[src/verilog/ext_irq_pkg.sv]
// Package for the external interrupt latch: control word, status word, constants.
// Assumes a single system clock domain and an active-low interrupt pin.
package ext_irq_pkg;
    localparam logic [15:0] VECTOR_HI_ADDR = 16'hFFFA;
    localparam logic [15:0] VECTOR_LO_ADDR = 16'hFFFB;
    localparam logic RESET_LEVEL_MODE = 1'h0;
    localparam logic RESET_GATE = 1'h0;
    localparam logic RESET_PIN_SAMPLE = 1'h1;
    localparam int SYNC_STAGES = 3;

    typedef struct packed {
        logic levelMode;   // Sensitivity select: 1 = edge plus low level
        logic requestGate; // Request gate bit: 1 withholds the request
        logic ackWrite;    // One-cycle software acknowledge strobe
    } ctrl_t;

    typedef struct packed {
        logic pendingFlag; // Request pending, gate ignored
        logic ackReadBack; // Acknowledge bit, always reads zero
        logic requestGate;
        logic levelMode;
    } status_t;
endpackage

[src/verilog/external_interrupt_latch.sv]
// External interrupt latch for an active-low pin.
// Assumes the pin is asynchronous and the processor core supplies vector fetch strobes.
`timescale 1ns/1ns
module external_interrupt_latch (
    input wire logic sys_clk,                     // 250 MHz system clock
    input wire logic sys_rst,                     // Async reset, active high
    input wire logic irqPin_n,                    // External interrupt pin, active low
    input wire ext_irq_pkg::ctrl_t ctrlIn,        // Software control and acknowledge
    input wire logic vectorFetch,                 // Core fetching this vector, one cycle
    input wire logic globalMask,                  // Core global interrupt mask
    output ext_irq_pkg::status_t statusOut,       // Status and control read-back
    output logic irqRequest,                      // Request to priority logic
    output logic serviceReq,                      // Request the core may service now
    output logic pinLevel,                        // Synchronised pin level for branches
    output logic [15:0] vectorAddr                // Vector address for service
);
    import ext_irq_pkg::*;

    logic [SYNC_STAGES-1:0] pinSync_q;
    logic pinStable_q;
    logic latch_q;
    logic levelMode_q;
    logic gate_q;
    logic ackSeen_q;
    logic fallEdge;
    logic ackEvent;
    logic pinHighNow;

    // Level mode release: acknowledge seen and pin back high
    function automatic logic levelRelease(input logic pinHigh, input logic ackNow,
            input logic ackHeld);
        levelRelease = pinHigh & (ackNow | ackHeld);
    endfunction

    genvar stage;
    generate
        for (stage = 0; stage < SYNC_STAGES; stage++) begin : g_sync
            if (stage == 0) begin : g_first
                always_ff @(posedge sys_clk or posedge sys_rst) begin
                    if (sys_rst) begin
                        pinSync_q[stage] <= RESET_PIN_SAMPLE;
                    end else begin
                        pinSync_q[stage] <= irqPin_n;
                    end
                end
            end else begin : g_next
                always_ff @(posedge sys_clk or posedge sys_rst) begin
                    if (sys_rst) begin
                        pinSync_q[stage] <= RESET_PIN_SAMPLE;
                    end else begin
                        pinSync_q[stage] <= pinSync_q[stage-1];
                    end
                end
            end
        end
    endgenerate

    always_ff @(posedge sys_clk or posedge sys_rst) begin
        if (sys_rst) begin
            pinStable_q <= RESET_PIN_SAMPLE;
        end else if (pinSync_q[1] == pinSync_q[2]) begin
            pinStable_q <= pinSync_q[2];
        end
    end

    assign pinHighNow = (pinSync_q[1] == pinSync_q[2]) ? pinSync_q[2] : pinStable_q;
    assign fallEdge = pinStable_q & ~pinHighNow;
    assign ackEvent = vectorFetch | ctrlIn.ackWrite;

    always_ff @(posedge sys_clk or posedge sys_rst) begin
        if (sys_rst) begin
            levelMode_q <= RESET_LEVEL_MODE;
            gate_q <= RESET_GATE;
        end else begin
            levelMode_q <= ctrlIn.levelMode;
            gate_q <= ctrlIn.requestGate;
        end
    end

    always_ff @(posedge sys_clk or posedge sys_rst) begin
        if (sys_rst) begin
            ackSeen_q <= 1'h0;
        end else if (fallEdge || pinHighNow || !latch_q) begin
            ackSeen_q <= 1'h0;
        end else if (ackEvent && levelMode_q) begin
            ackSeen_q <= 1'h1;
        end
    end

    always_ff @(posedge sys_clk or posedge sys_rst) begin
        if (sys_rst) begin
            latch_q <= 1'h0;
        end else if (fallEdge) begin
            latch_q <= 1'h1;
        end else if (levelMode_q && !pinHighNow) begin
            // Low level keeps the request alive in level mode
            latch_q <= 1'h1;
        end else if (!levelMode_q && ackEvent) begin
            latch_q <= 1'h0;
        end else if (levelMode_q && levelRelease(pinHighNow, ackEvent, ackSeen_q)) begin
            latch_q <= 1'h0;
        end
    end

    always_ff @(posedge sys_clk or posedge sys_rst) begin
        if (sys_rst) begin
            statusOut <= '0;
            irqRequest <= 1'h0;
            serviceReq <= 1'h0;
            pinLevel <= RESET_PIN_SAMPLE;
            vectorAddr <= 16'h0000;
        end else begin
            statusOut.pendingFlag <= latch_q;
            statusOut.ackReadBack <= 1'h0;
            statusOut.requestGate <= gate_q;
            statusOut.levelMode <= levelMode_q;
            irqRequest <= latch_q & ~gate_q;
            serviceReq <= latch_q & ~gate_q & ~globalMask;
            pinLevel <= pinHighNow;
            vectorAddr <= VECTOR_HI_ADDR;
        end
    end
endmodule

[config.mk]
export PLATFORM = sky130hd
export DESIGN_NAME = external_interrupt_latch
export DESIGN_NICKNAME = d
export VERILOG_FILES = /design/src/verilog/ext_irq_pkg.sv /design/src/verilog/external_interrupt_latch.sv
export SDC_FILE = /design/constraint.sdc
export NUM_CORES = 1
export LEC_CHECK = 0
export ABC_AREA = 1
export BUFFER_PORTS_ARGS = -buffer_cell sky130_fd_sc_hd__clkbuf_2
export CAP_MARGIN = 20
export CORE_AREA = 2 2 39 41
export DETAILED_ROUTE_END_ITERATION = 8
export DIE_AREA = 0 0 41 43
export PLACE_DENSITY = 0.78
export RECOVER_POWER = 50
export SYNTH_ARGS = -nofsm -noshare
export SYNTH_HDL_FRONTEND = slang
export SYNTH_SLANG_ARGS = --single-unit
[constraint.sdc]
create_clock -name sys_clk -period 2.06 [get_ports sys_clk]
set_input_delay 0.206 -clock sys_clk [delete_from_list [all_inputs] [get_ports sys_clk]]
set_output_delay 0.206 -clock sys_clk [all_outputs]
set_load 0.005 [all_outputs]
==> flow_summary.yaml <==
clocking:
  htree_levels: 1
  cts_tree: "yes"
  cts_sinks: 14
  clockRootBuffer: "clkbuf_4"
  cts_setup_buffers: 0
  cts_buffers: 3
  cts_max_path_buffers: 2
  path_clk_slew_ns: 0.08
  clock_latency_ns: 0.27
drt:
  drc: 0
  ant_nets: 0
  drt-pass1-iter-count: 1
  wl_per_cell_um: 8.640
  vias_per_cell: 4.169
  drtIter0Drc: 0
  drt-total-wl_um: 769
  via_count: 371
logic_synthesis:
  syn-cell-area_um2: 578.1
  netlist_instances: 55
  ys_seq_area_frac: 0.6147
  synth.most_common_cell: "buf_4"
  syn_avg_cell_area_um2: 10.51
  synth_area_leaders: "dfrtp_1 43%, buf_4 21%, dfstp_2 18%"
  synth_top_area_frac: 0.4329
  ys_top_cells_by_count: "16 x buf_4, 10 x dfrtp_1, 8 x nand2_1"
  synth_edf_count: 0
  netlist-cell-type-count: 12
  ys_ff_latch: 14
  synth_top_flop_cell: "dfrtp_1"
  synth_largest_area_cell: "dfrtp_1"
  synth_warnings: 0
  async_flop_share: 1.000
timing:
  grt_setup_unrepaired: "no"
  setup-tns-final_ns: 0
  slew_viol_final: 0
  post-route-min-period_ns: 1.190
  slew_headroom: 0.6612
  worst_slew_pin_slew_ns: 0.5077
  max_freq_mhz: 840.1
  hold_violations: 0
  post-route-period-util: 0.5779
  hold_slack_ns: 0.01082
  finalSetupViolCount: 0
  skew_ns: 0.001287
flow_run:
  max-cap-violations: 0
grt:
  overflow: 0
  grt_pass1_wl_um: 1214
  grt_usage: 0.1148
  antenna_found_initial: 0
  grt_pass1_vias: 305
  grt_max_degree: 15
finish:
  insertedDiodeCount: 0
  drive_gt1_frac: 0.4658
  final_util: 0.4819
  fin_nets: 82
  fill_cells: 142
  layout-area-overhead-vs-synth_pct: 15.37
die:
  rows: 14
  start_util: 0.4177
  fp.dieW_um: 41
  num_io_pins: 31
  die_h_um: 43
  die-area_mm2: 0.001763
  core-area_mm2: 0.001384
placement:
  place_congestion: 0.6751
  hpwl_um: 631.9
  numPortBuffers: 27
power_and_ir_drop:
  p_leak_nw: 0.3798
  ir_drop_v: 0.0004459
  powerDensity_mw_per_mm2: 839.2
setup_path:
  path_delay_family: "flip-flops"
  cp_cell_sequence: "clkbuf_2"
  cp-start-kind: "register"
  cp.arrival_ns: 0.98
  crit_required_ns: 1.85
  slowest_stage: "dfrtp_1"
  cp_max_fo: 14
  cp.buffers_inverters: 1
  cp-end-kind: "output pin"
  cpPeakStageDelay_ns: 0.53
  critical_path_class: "register to output pin"
min_path:
  min_path_type: "primary input to register"
run_status:
  status: "finished clean"
-- timing repair --
| action | in CTS | in global routing |
|---|---|---|
| gates resized for setup | 0 | 0 |
| endpoints found under the hold margin | 10 | 0 |
| hold buffers | 1 | 0 |
-- registers in the layout (all words and copies together), names as in the netlist --
| name | cells |
|---|---|
| ackSeen_q | 1 |
| gate_q | 1 |
| irqRequest | 1 |
| latch_q | 1 |
| levelMode_q | 1 |
| pinLevel | 1 |
| pinSync_q | 3 |
| serviceReq | 1 |
| statusOut | 3 |
| vectorAddr | 1 |
-- cells in the final DEF, fill, tap and decap left out, drive strengths merged --
cell type,count
nor3,1
conb,4
nor2,2
clkbuf,31
o21ai,1
dfstp,4
inv,7
dlygate4sd3,1
or2,1
nand3,2
a21oi,1
nand2,8
dfrtp,10
-- worst register-to-register path: stages (launching register included) --
cell and delay, ns:
dfstp_1 0.56, inv_1 0.06, nand2_1 0.06, nand2_1 0.07
nand2_1 0.05, nand2_1 0.04
-- path summary, 6_finish.rpt --
check | start | to | slack, ns | depth (start not counted)
worst max-delay path | vectorAddr[1] | vectorAddr[1] | 0.87 | 1
min in group asynchronous | sys_rst | statusOut[1] | 0.48 | 3
max in group asynchronous | sys_rst | pinLevel | 1.22 | 3
worst min-delay path | irqPin_n | pinSync_q[0] | 0.01 | 1
worst min register to register | pinSync_q[0] | pinSync_q[1] | 0.37 | 0
worst max register to register | pinSync_q[1] | latch_q | 1.11 | 5
-- where the power goes --
part | leakage, nW | internal, W | switching, W
logic | 0.195 | 0.0000281 | 0.0000301
registers | 0.163 | 0.000298 | 0.0000133
clock network | 0.0210 | 0.000107 | 0.0000828
total | 0.380 | 0.000433 | 0.000126
-- cell type report --
class,instances,area [um^2],area share
Inverter,7,26.28,0.03940
Tap cell,16,20.02,0.03002
Clock buffer,4,36.28,0.05441
Sequential cell,14,355.3,0.5328
Multi-Input combinational cell,20,83.83,0.1257
Timing Repair Buffer,28,145.1,0.2176
-- per-stage QoR --
stage	total power, W	setup slack [ns]	area (um^2)	cells
finish	0.0005596	0.8696	666.9	89
global route	0.0005916	0.7154	666.9	89
CTS	0.0005700	0.8451	666.9	89
detailed placement	0.0003758	1.122	620.6	84
global placement	0.0003727	1.150	620.6	84
floorplan	0.0003610	1.165	585.6	57
-- layer usage --
layer,vias to the layer above,GRT usage,share of wire
met5,-,0,0
li1,177,-,-
met1,162,0.1312,0.35
met4,0,0.1000,0.026
met3,3,0.04712,0.12
met2,29,0.1563,0.50
-- cells by family after synthesis --
| kind of cell | Yosys count | synth area share |
|---|---|---|
| AO/OA/AOI/OAI | 2 | 0.01730 |
| buffers and inverters | 23 | 0.2533 |
| flip-flops | 14 | 0.6147 |
| other | 2 | 0.01299 |
| AND/OR/NAND/NOR | 14 | 0.1017 |
Power figures use the tool's default switching activity.
